File: config.mk
export PLATFORM = sky130hd
export DESIGN_NAME = bec_device_flat
export DESIGN_NICKNAME = d
export VERILOG_FILES = /design/src/bec_pkg.sv /design/src/bec_if.sv /design/src/bec_device.sv /design/src/flat_wrapper.sv
export SDC_FILE = /design/constraint.sdc
export NUM_CORES = 1
export LEC_CHECK = 0
export ABC_CLOCK_PERIOD_IN_PS = 1700
export BUFFER_PORTS_ARGS = -buffer_cell sky130_fd_sc_hd__buf_4
export CAP_MARGIN = 20
export CORE_ASPECT_RATIO = 0.5
export CORE_UTILIZATION = 45
export DETAILED_ROUTE_END_ITERATION = 8
export PLACE_DENSITY_LB_ADDON = 0.15
export SYNTH_ARGS = -nofsm -noshare
export SYNTH_HDL_FRONTEND = slang
export SYNTH_SLANG_ARGS = --single-unit
File: constraint.sdc
create_clock -name clk_in -period 1.7 [get_ports clk_in]
set_input_delay 0.085 -clock clk_in [delete_from_list [all_inputs] [get_ports clk_in]]
set_output_delay 0.085 -clock clk_in [all_outputs]
set_load 0.02 [all_outputs]
File: src/bec_pkg.sv
// shared constants and types for the burst error correction status block
package bec_pkg;
    localparam int BEC_BYTE_W     = 8;
    localparam int BEC_ARRAY_W    = 56;
    localparam int BEC_FACTORS    = 4;
    localparam int BEC_FACTOR_W   = 14;
    localparam int BEC_PATTERN_W  = 12;
    localparam int BEC_LOW_W      = 4;
    localparam int BEC_FUNC_W     = 3;
    localparam int BEC_CNT_W      = 20;
    localparam logic [BEC_FUNC_W-1:0] BEC_FN_COMPUTE   = 3'h0;
    localparam logic [BEC_FUNC_W-1:0] BEC_FN_WRITE     = 3'h1;
    localparam logic [BEC_FUNC_W-1:0] BEC_FN_READ_NORM = 3'h2;
    localparam logic [BEC_FUNC_W-1:0] BEC_FN_READ_HS   = 3'h3;
    localparam logic [BEC_FUNC_W-1:0] BEC_FN_CORR_NORM = 3'h4;
    localparam logic [BEC_FUNC_W-1:0] BEC_FN_CORR_HS   = 3'h5;
    localparam logic [BEC_ARRAY_W-1:0] BEC_ARRAY_RST = 56'h0;
    localparam logic [BEC_FACTOR_W-1:0] BEC_FB_TAPS = 14'h080B;
    localparam logic [3:0] BEC_HALF_BYTE_CLK = 4'h4;
    typedef enum logic [1:0] {BEC_IDLE, BEC_WAIT, BEC_FOUND} bec_state_t;
endpackage

File: src/bec_if.sv
// interface joining the unit and the controller
`timescale 1ns/10ps
`default_nettype none
interface bec_if;
    import bec_pkg::*;
    logic                       byte_clock;
    logic                       initialize_n;
    logic [BEC_FUNC_W-1:0]      function_select;
    logic [BEC_FACTORS-1:0]     factor_shift_enable;
    logic                       pattern_output_enable;
    logic [BEC_BYTE_W-1:0]      data_byte;
    logic                       pattern_found;
    logic [BEC_FACTORS-2:0]     factor_match;
    logic                       alignment_exception;
    logic [BEC_BYTE_W-1:0]      register_byte_out;
    logic [BEC_LOW_W-1:0]       pattern_low_out;
    modport device (
        input  byte_clock, initialize_n, function_select,
               factor_shift_enable, pattern_output_enable, data_byte,
        output pattern_found, factor_match, alignment_exception,
               register_byte_out, pattern_low_out
    );
    modport controller (
        output byte_clock, initialize_n, function_select,
               factor_shift_enable, pattern_output_enable, data_byte,
        input  pattern_found, factor_match, alignment_exception,
               register_byte_out, pattern_low_out
    );
endinterface
`default_nettype wire

File: src/bec_device.sv
// burst error unit: register array, correction stepping and status flags
`timescale 1ns/10ps
`default_nettype none
module bec_device
    import bec_pkg::*;
(
    input  wire logic clk_in,
    input  wire logic reset_n_in,
    bec_if.device     bus
);
    localparam int FW = BEC_FACTOR_W;
    logic                   bclk_d_r;
    logic                   init_d_r;
    logic [BEC_ARRAY_W-1:0] array_r;
    logic [BEC_ARRAY_W-1:0] array_nxt;
    logic                   found_r;
    logic [BEC_FACTORS-2:0] match_r;
    logic                   align_r;
    logic [BEC_BYTE_W-1:0]  q_r;
    logic [BEC_LOW_W-1:0]   lp_r;
    logic                   step;
    logic                   init_clr;
    logic                   corr_fn;
    logic                   hs_fn;
    logic [FW-1:0]          fac    [BEC_FACTORS];
    logic [FW-1:0]          fac_nx [BEC_FACTORS];
    logic                   isolated;
    logic                   aligned;

    assign step     = bus.byte_clock & ~bclk_d_r;
    assign init_clr = ~bus.initialize_n & init_d_r;
    assign corr_fn  = (bus.function_select == BEC_FN_CORR_NORM)
                   || (bus.function_select == BEC_FN_CORR_HS);
    assign hs_fn    = bus.function_select == BEC_FN_CORR_HS;
    // pattern isolated: only the low twelve bits of factor one are set,
    // and the low byte holds part of it so a byte step cannot skip it
    assign isolated = (fac[0][FW-1:BEC_PATTERN_W] == '0)
                   && (fac[0][BEC_PATTERN_W-1:0] != '0)
                   && aligned;
    // byte stepping can only land the pattern on byte boundaries
    assign aligned  = fac[0][BEC_BYTE_W-1:0] != '0;

    // byte clock history; resets to the quiescent high level
    always_ff @(posedge clk_in or negedge reset_n_in) begin
        if (!reset_n_in) begin
            bclk_d_r <= 1'b1;
        end else begin
            bclk_d_r <= bus.byte_clock;
        end
    end

    // initialize history so a held-low level clears only once
    always_ff @(posedge clk_in or negedge reset_n_in) begin
        if (!reset_n_in) begin
            init_d_r <= 1'b1;
        end else begin
            init_d_r <= bus.initialize_n;
        end
    end

    // one slice per factor register; factors two to four also carry a match flag
    genvar g;
    generate
        for (g = 0; g < BEC_FACTORS; g++) begin : g_fac
            logic [FW-1:0] cur;
            logic [FW-1:0] one;
            logic [FW-1:0] eight;
            logic          go;
            assign cur = array_r[g*FW +: FW];
            assign fac[g] = cur;
            assign one = cur[0] ? ((cur >> 1) ^ BEC_FB_TAPS) : (cur >> 1);
            assign eight = {cur[BEC_BYTE_W-1:0], cur[FW-1:BEC_BYTE_W]};
            // enables matter only in correct-hs; else factor one steps
            assign go = hs_fn ? bus.factor_shift_enable[g]
                              : (g == 0);
            always_comb begin
                fac_nx[g] = cur;
                if (corr_fn && go) begin
                    fac_nx[g] = align_r ? one : eight;
                end
            end
            if (g > 0) begin : g_match
                always_ff @(posedge clk_in or negedge reset_n_in) begin
                    if (!reset_n_in) begin
                        match_r[g-1] <= 1'b0;
                    end else if (init_clr || !hs_fn) begin
                        match_r[g-1] <= 1'b0;
                    end else begin
                        match_r[g-1] <= found_r
                            && (cur[BEC_PATTERN_W-1:0]
                                == fac[0][BEC_PATTERN_W-1:0]);
                    end
                end
            end
        end
    endgenerate

    always_comb begin
        array_nxt = array_r;
        if (bus.function_select == BEC_FN_READ_HS) begin
            for (int i = 0; i < BEC_FACTORS; i++) begin
                array_nxt[i*FW +: FW] = {fac[i][FW-BEC_BYTE_W-1:0],
                    fac[i][FW-1:FW-BEC_BYTE_W] ^ bus.data_byte};
            end
        end else if (bus.function_select == BEC_FN_READ_NORM
                  || bus.function_select == BEC_FN_COMPUTE) begin
            array_nxt = {array_r[BEC_ARRAY_W-BEC_BYTE_W-1:0],
                array_r[BEC_ARRAY_W-1:BEC_ARRAY_W-BEC_BYTE_W]
                ^ bus.data_byte};
        end else if (bus.function_select == BEC_FN_WRITE) begin
            array_nxt = {array_r[BEC_ARRAY_W-BEC_BYTE_W-1:0],
                array_r[BEC_ARRAY_W-1:BEC_ARRAY_W-BEC_BYTE_W]};
        end else if (corr_fn && !found_r) begin
            for (int i = 0; i < BEC_FACTORS; i++) begin
                array_nxt[i*FW +: FW] = fac_nx[i];
            end
        end else if (hs_fn) begin
            for (int i = 1; i < BEC_FACTORS; i++) begin
                if (!match_r[i-1]) begin
                    array_nxt[i*FW +: FW] = fac_nx[i];
                end
            end
        end
    end

    always_ff @(posedge clk_in or negedge reset_n_in) begin
        if (!reset_n_in) begin
            array_r <= BEC_ARRAY_RST;
        end else if (init_clr) begin
            array_r <= BEC_ARRAY_RST;
        end else if (step) begin
            array_r <= array_nxt;
        end
    end

    // found stands until the function leaves correction or an initialize
    always_ff @(posedge clk_in or negedge reset_n_in) begin
        if (!reset_n_in) begin
            found_r <= 1'b0;
        end else if (init_clr || !corr_fn) begin
            found_r <= 1'b0;
        end else if (isolated) begin
            found_r <= 1'b1;
        end
    end

    // pattern stuck in bits eight to eleven: fall back to one-bit steps
    always_ff @(posedge clk_in or negedge reset_n_in) begin
        if (!reset_n_in) begin
            align_r <= 1'b0;
        end else if (init_clr || !corr_fn || found_r) begin
            align_r <= 1'b0;
        end else if (!align_r && !aligned
                     && fac[0][FW-1:BEC_PATTERN_W] == '0
                     && fac[0][BEC_PATTERN_W-1:BEC_BYTE_W] != '0) begin
            align_r <= 1'b1;
        end
    end

    // byte outputs: pattern high part when requested, else top array byte
    always_ff @(posedge clk_in or negedge reset_n_in) begin
        if (!reset_n_in) begin
            q_r <= '0;
        end else if (bus.pattern_output_enable) begin
            q_r <= fac[0][BEC_PATTERN_W-1:BEC_LOW_W];
        end else begin
            q_r <= array_r[BEC_ARRAY_W-1:BEC_ARRAY_W-BEC_BYTE_W];
        end
    end

    // low pattern nibble stays zero while the pattern is not requested
    always_ff @(posedge clk_in or negedge reset_n_in) begin
        if (!reset_n_in) begin
            lp_r <= '0;
        end else if (bus.pattern_output_enable) begin
            lp_r <= fac[0][BEC_LOW_W-1:0];
        end else begin
            lp_r <= '0;
        end
    end

    assign bus.pattern_found       = found_r;
    assign bus.factor_match        = match_r;
    assign bus.alignment_exception = align_r;
    assign bus.register_byte_out   = q_r;
    assign bus.pattern_low_out     = lp_r;
endmodule
`default_nettype wire

File: src/flat_wrapper.sv
// flat-port wrapper written by rule: the top's interface ports become plain ports
module bec_device_flat import bec_pkg::*;
  (clk_in, reset_n_in, bus_byte_clock, bus_initialize_n, bus_function_select, bus_factor_shift_enable, bus_pattern_output_enable, bus_data_byte, bus_pattern_found, bus_factor_match, bus_alignment_exception, bus_register_byte_out, bus_pattern_low_out);
  bec_if bus_i ();
  input  wire logic clk_in;
  input  wire logic reset_n_in;
  input wire logic [$bits(bus_i.byte_clock)-1:0] bus_byte_clock;
  input wire logic [$bits(bus_i.initialize_n)-1:0] bus_initialize_n;
  input wire logic [$bits(bus_i.function_select)-1:0] bus_function_select;
  input wire logic [$bits(bus_i.factor_shift_enable)-1:0] bus_factor_shift_enable;
  input wire logic [$bits(bus_i.pattern_output_enable)-1:0] bus_pattern_output_enable;
  input wire logic [$bits(bus_i.data_byte)-1:0] bus_data_byte;
  output wire logic [$bits(bus_i.pattern_found)-1:0] bus_pattern_found;
  output wire logic [$bits(bus_i.factor_match)-1:0] bus_factor_match;
  output wire logic [$bits(bus_i.alignment_exception)-1:0] bus_alignment_exception;
  output wire logic [$bits(bus_i.register_byte_out)-1:0] bus_register_byte_out;
  output wire logic [$bits(bus_i.pattern_low_out)-1:0] bus_pattern_low_out;
  assign bus_i.byte_clock = bus_byte_clock;
  assign bus_i.initialize_n = bus_initialize_n;
  assign bus_i.function_select = bus_function_select;
  assign bus_i.factor_shift_enable = bus_factor_shift_enable;
  assign bus_i.pattern_output_enable = bus_pattern_output_enable;
  assign bus_i.data_byte = bus_data_byte;
  assign bus_pattern_found = bus_i.pattern_found;
  assign bus_factor_match = bus_i.factor_match;
  assign bus_alignment_exception = bus_i.alignment_exception;
  assign bus_register_byte_out = bus_i.register_byte_out;
  assign bus_pattern_low_out = bus_i.pattern_low_out;
  bec_device u_core (.clk_in(clk_in), .reset_n_in(reset_n_in), .bus(bus_i));
endmodule
==> qor.yml, run 1 <==
postSynthCellCount: 583
period_share_pct: 97.24
timing_worst_slew_pin_value_ns: 0.5615
synth_seq_cells: 75
drv_cap: 0
crit_chain: "o31ai_2 > a31oi_2 > buf_4 > a32o_1"
r2r-start: "u_core.bus.pattern_found"
ys_top_cells_by_area: "dfrtp_1 (34%), xnor2_1 (12%), mux2i_1 (7.3%)"
grt_max_degree: 44
leakage_uw: 0.002421
dieArea_sq_um: 12270
post-place-ws_ns: -0.01690
slew_headroom_pct: 62.57
rsz0062_at_grt: "no"
power_density_nw_per_um2: 1118
rows: 27
hold-path-endpoint: "u_core.bus.pattern_found"
cts_tree: "yes"
grt_first_pass_wirelength_mm: 26.28
num_io_pins: 37
wirelength_mm: 16.64
hpwlAfterDp_mm: 11.24
start_util_pct: 47.23
drt-pass1-iter-count: 5
clock-sinks: 75
drive_above_1_share_pct: 20.17
holdCritPathClass: "primary input to flip-flop"
root_buffer: "clkbuf_16"
yosysTopAreaCell: "dfrtp_1"
finalClockSkew_ns: 0.007455
grt_pass1_vias: 4485
synth.most_common_cell: "dfrtp_1"
antenna_cells: 0
setup_viol: 0
nets: 621
whs_path_depth: 2
core-area_sq_um: 11250
ys_seq_area_share_pct: 35.37
status: "finished, final reports clean"
post_drt_wl_per_cell_microns: 21.79
cp.required_ns: 1.92
vias: 4592
drv_slew: 0
io_buffers: 36
die_h_microns: 78.83
synth_edf_count: 0
cp_slowest_stage_delay_ns: 0.50
cp-end-kind: "flip-flop"
critPathKind: "flip-flop to flip-flop"
arrival_ns: 1.87
antenna_left: 0
yosysWarnings: 0
syn_area_per_cell_sq_um: 9.113
synth_ff_type: "dfrtp_1"
cts_buffer_depth: 2
drt_iter0_drc: 523
area_delta_synth_final_pct: 17.29
synth_area_sq_um: 5313
htreeDepth: 3
final_area_sq_um: 6231
crit_slowest_cell: "dfrtp_1"
ys_async_sr_fraction_pct: 100.0
max_freq_ghz: 0.6049
final-hold-violation-count: 0
place.gp.congestion: 0.8540
rrSetupSlack_ns: 0.05
reg2regPathDepth: 4
ys_top_cells_by_count: "dfrtp_1 (73), xnor2_1 (72), nand2_1 (64), clkbuf_1 (44), mux2i_1 (39)"
place_area_sq_um: 5821
syn-num-nets: 604
clk_latency_ns: 0.34
die_w_microns: 155.7
grtUsageTotal_pct: 28.65
antenna_found_initial: 0
peakVddDrop_mv: 0.4394
worstHoldStart: "bus_function_select[1]"
fillers: 1010
cp_max_fo: 9
drc: 0
cts_made_buffers: 9
viasPerCell: 6.010
r2r_end: "u_core.array_r[0]"
timing.final.ws_setup_ns: 0.04697
cts.clk_slew.worst_paths_ns: 0.06
synth_top_area_share_pct: 34.39
grt-ovfl-total: 0
synth_cell_types: 54
start_kind: "flip-flop"
period_minus_slack_ns: 1.653
layout make-up:
class	count	area [sq um]	area share, %
well taps	159	198.9	3.193
repair buffers	81	738.2	11.85
clock inverters	6	88.84	1.426
multi-input cells	428	3067	49.22
flip-flops and latches	75	1881	30.18
clock buffers	10	239.0	3.835
inverters	5	18.77	0.3012
logic make-up (layout without fill, tap and decap cells):
group,after synthesis,count (layout),synth area share (%)
mux,52,52,10.10
buf+inv,80,102,6.900
flops,75,75,35.37
xor+xnor,83,83,13.68
simple gates,134,134,12.22
compound gates,158,158,21.48
fa+ha+maj,1,1,0.2355
routing by layer:
metal  wire (microns)  vias to the layer above  share of wire (%)  GRT usage (%)
met5                0                        -                  0              0
met4              307                        0                1.8          8.431
met3             1439                       31                8.6          7.205
met2             7128                      234                 43          42.51
met1             7769                     2226                 47          40.95
li1                 -                     2101                  -              -
what timing repair did:
action | in CTS | in global routing
hold buffers | 3 | 0
cloned | 0 | 2
pin swaps | 0 | 3
endpoints found under the hold margin | 32 | 0
setup endpoints to repair | 3 | 23
gates resized for setup | 1 | 1
setup buffers | 0 | 2
worst max path at each step:
stage	slack (ns)	endpoint	depth (start not counted)	from
after CTS	0.008	u_core.array_r[17]	5	u_core.bclk_d_r
after global routing	0.01	u_core.array_r[0]	4	u_core.bus.pattern_found
after detailed placement	-0.02	u_core.array_r[17]	5	u_core.bclk_d_r
final	0.05	u_core.array_r[0]	4	u_core.bus.pattern_found
after global placement	0.007	u_core.array_r[17]	5	u_core.bclk_d_r
after floorplan	0.04	u_core.array_r[25]	6	u_core.bus.alignment_exception
placed cells by master, fill, tap and decap left out, types with 3 or more instances in the layout:
cell,count
o31ai_1,9
nand2_1,64
nor3b_1,4
o21ai_0,35
xor2_1,11
a21oi_1,27
mux2i_1,39
o31a_1,3
o2bb2ai_1,4
buf_4,66
dlygate4sd3_1,3
mux2_2,12
nor2_1,35
xnor2_1,72
a22oi_1,20
a32o_1,14
o211ai_1,27
clkbuf_16,10
a211oi_1,4
nand4_1,9
dfrtp_1,72
nor4_2,3
and2_1,4
buf_12,8
a311oi_4,3
inv_1,4
report_power, final:
group	internal (uW)	switching [uW]
combinational	1100	1090
clock	1330	795
sequential	2070	594
total	4490	2480
metrics by stage:
stage	TNS (ns)	power (uW)	utilization, %	std cells	hold slack [ns]
6_report	0	6969	55.39	764	0.02099
5_1_grt	0	7316	55.39	764	0.02082
4_1_cts	0	6934	54.96	760	0.01775
3_5_place_dp	-0.04471	4790	51.74	741	0.07502
3_3_place_gp	0	4754	51.74	741	0.06498
2_1_floorplan	0	4038	-	583	-0.2106
critical path, delay by kind of cell, from the launching register on:
family	cells	cell delay (ns)
flip-flops	1	0.50
AO/OA/AOI/OAI	3	0.78
buffers and inverters	1	0.25
registers in the layout, indices dropped and copies added, names as in the netlist:
| register | flops |
|---|---|
| u_core.array_r | 56 |
| u_core.bus.pattern_found | 1 |
| u_core.bus.factor_match | 3 |
| u_core.bus.register_byte_out | 8 |
| u_core.init_d_r | 1 |
| u_core.bus.pattern_low_out | 4 |
| u_core.bclk_d_r | 1 |
| u_core.bus.alignment_exception | 1 |
Note: power is estimated with default switching activity, not from simulation.
==> run 2: changes to the inputs <==
Settings changed: CORE_ASPECT_RATIO 0.5 to not set.
==> qor.yml, run 2 (same netlist as run 1, synthesis figures left out) <==
r2r-start: "u_core.bclk_d_r"  # was u_core.bus.pattern_found
grt_pass1_vias: 4485  # unchanged
rrSetupSlack_ns: 0.06  # was 0.05 ns
drc: 0  # unchanged
drv_cap: 0  # unchanged
crit_chain: "dlygate4sd3_1 > buf_4 > and2b_4 > buf_12 > a311oi_4 > buf_6 > nor2_1 > a32o_1"  # was o31ai_2 > a31oi_2 > buf_4 > a32o_1
worstHoldStart: "bus_pattern_output_enable"  # was bus_function_select[1]
cp-end-kind: "flip-flop"  # unchanged
sw_frac_of_total_pct: 36.32  # was 35.53%
max_freq_ghz: 0.6026  # was 0.6049 GHz
antenna_cells: 0  # unchanged
hpwlAfterDp_mm: 10.63  # was 11.24 mm
fillers: 1008  # was 1010
reg2regPathDepth: 5  # was 4
peakVddDrop_mv: 0.7828  # was 0.4394 mV
die_w_microns: 110.7  # was 155.7 microns
leakage_uw: 0.002421  # about the same
power_density_nw_per_um2: 1080  # was 1118 nW/um^2
cts.clk_slew.worst_paths_ns: 0.06  # about the same
power_frac_seq_pct: 39.4  # was 38.2%
final_cell_mix: "xnor2_1 (72), dfrtp_1 (71), nand2_1 (64)"  # was xnor2_1 (72), dfrtp_1 (72), buf_4 (66)
cts_made_buffers: 9  # unchanged
io_buffers: 36  # unchanged
clk_latency_ns: 0.35  # was 0.34 ns
place_area_sq_um: 5811  # was 5821 sq um
core-area_sq_um: 11470  # was 11250 sq um
slew_headroom_pct: 60.71  # was 62.57%
grt_first_pass_wirelength_mm: 26.01  # was 26.28 mm
final_core_util_pct: 54.16  # was 55.39%
dieArea_sq_um: 12240  # was 12270 sq um
rows: 39  # was 27
setup_viol: 0  # unchanged
start_kind: "primary input"  # was flip-flop
drv_slew: 0  # unchanged
r2r_end: "u_core.array_r[17]"  # was u_core.array_r[0]
final-hold-violation-count: 0  # unchanged
crit_slowest_cell: "dlygate4sd3_1"  # was dfrtp_1
area_delta_synth_final_pct: 16.91  # was 17.29%
grt_max_degree: 44  # unchanged
post-place-ws_ns: -0.01101  # was -0.01690 ns
p_switching_uw: 2436  # was 2476 uW
timing_worst_slew_pin_value_ns: 0.5894  # was 0.5615 ns
hold_ws_ns: 0.06443  # was 0.02099 ns
cp_max_fo: 11  # was 9
regMostFlops: "u_core.array_r"  # unchanged
critPathTopFamily: "buffers and inverters"  # was compound AO/OA/AOI/OAI gates
root_buffer: "clkbuf_16"  # unchanged
drt-pass1-iter-count: 5  # unchanged
clock-sinks: 75  # unchanged
die_h_microns: 110.7  # was 78.83 microns
htreeDepth: 3  # unchanged
timing.final.ws_setup_ns: 0.04052  # was 0.04697 ns
post_drt_wl_per_cell_microns: 21.95  # was 21.79 microns
status: "finished, final reports clean"  # unchanged
crit_buf_inv: 4  # was 1
wirelength_mm: 16.39  # was 16.64 mm
pwr-share-comb_pct: 32.8  # was 31.3%
period_share_pct: 97.62  # was 97.24%
cp_slowest_stage_delay_ns: 0.53  # was 0.50 ns
clkPwrFrac_pct: 27.8  # was 30.4%
antenna_found_initial: 0  # unchanged
place.gp.congestion: 0.8757  # was 0.8540
nets: 621  # unchanged
cp.required_ns: 1.93  # was 1.92 ns
drive_above_1_share_pct: 20.03  # was 20.17%
largest_reg_flops: 56  # unchanged
cts_buffer_depth: 2  # unchanged
finalClockSkew_ns: 0.007023  # was 0.007455 ns
drt_iter0_drc: 350  # was 523
whs_path_depth: 2  # unchanged
num_io_pins: 37  # unchanged
final_area_sq_um: 6211  # was 6231 sq um
cts_tree: "yes"  # unchanged
antenna_left: 0  # unchanged
vias: 4614  # was 4592
arrival_ns: 1.89  # was 1.87 ns
grtUsageTotal_pct: 27.69  # was 28.65%
viasPerCell: 6.177  # was 6.010
start_util_pct: 46.33  # was 47.23%
grt-ovfl-total: 0  # unchanged
final_common_cell: "xnor2_1"
internal-power_uw: 4271  # was 4493 uW
critPathKind: "primary input to flip-flop"  # was flip-flop to flip-flop
holdCritPathClass: "primary input to flip-flop"  # unchanged
period_minus_slack_ns: 1.659  # was 1.653 ns
hold-path-endpoint: "u_core.bus.pattern_low_out[2]"  # was u_core.bus.pattern_found
[run 2: worst max-delay path by stage]
| stage | start | end | slack [ns] | cells after the start |
|---|---|---|---|---|
| 2_1_floorplan | u_core.bus.alignment_exception | u_core.array_r[25] | 0.04 | 6 |
| 3_5_place_dp | u_core.bclk_d_r | u_core.array_r[15] | -0.01 | 5 |
| 6_report | bus_initialize_n | u_core.array_r[17] | 0.04 | 8 |
| 4_1_cts | u_core.bclk_d_r | u_core.array_r[31] | 0.00003 | 5 |
| 5_1_grt | bus_initialize_n | u_core.array_r[14] | -0.002 | 8 |
| 3_3_place_gp | u_core.bclk_d_r | u_core.array_r[17] | 0.03 | 5 |
[run 2: layout make-up]
class / count / area [sq um] / share of cell area, %
clock buffer: 13 / 270.3 / 4.351
timing repair buffer: 81 / 779.5 / 12.55
clock inverter: 2 / 10.01 / 0.1612
tap: 143 / 178.9 / 2.881
multi-input combinational: 428 / 3072 / 49.46
sequential: 75 / 1882 / 30.30
inverter: 5 / 18.77 / 0.3022
[run 2: stage by stage]
stage                     setup TNS [ns]  std cells  total power, uW
final                                  0        747             6707
after global routing           -0.002090        747             7053
after floorplan                        0        583             4038
after detailed placement        -0.01925        723             4796
after global placement                 0        723             4758
after CTS                              0        742             6682
[run 2: layer usage]
layer	up-vias	global-route usage [%]	routed length, microns
li1	2099	-	-
met4	0	12.53	536
met5	-	0	0
met2	210	43.02	7498
met3	49	4.647	1182
met1	2256	37.86	7175
[run 2: worst reg2reg max path, cell delays in order (launching register included)]
cell	delay [ns]
dfstp_2	0.55
and4bb_4	0.23
a311oi_4	0.26
buf_6	0.18
nor2_1	0.05
a32o_1	0.25
[run 2: power groups by stage]
stage          clock (uW)  sequential [uW]  combinational [uW]
4_1_cts              1900             2620                2160
2_1_floorplan           0             2350                1690
6_report             1860             2640                2200
5_1_grt              1970             2680                2400
3_5_place_dp            0             2650                2140
3_3_place_gp            0             2650                2110
[run 2: what timing repair did]
action,4_1_cts,5_1_grt
endpoints found under the setup margin,3,24
resized for setup,1,2
cloned,0,3
hold buffers,4,0
hold endpoints to repair,44,0
setup buffers,0,2
pin swaps,0,3
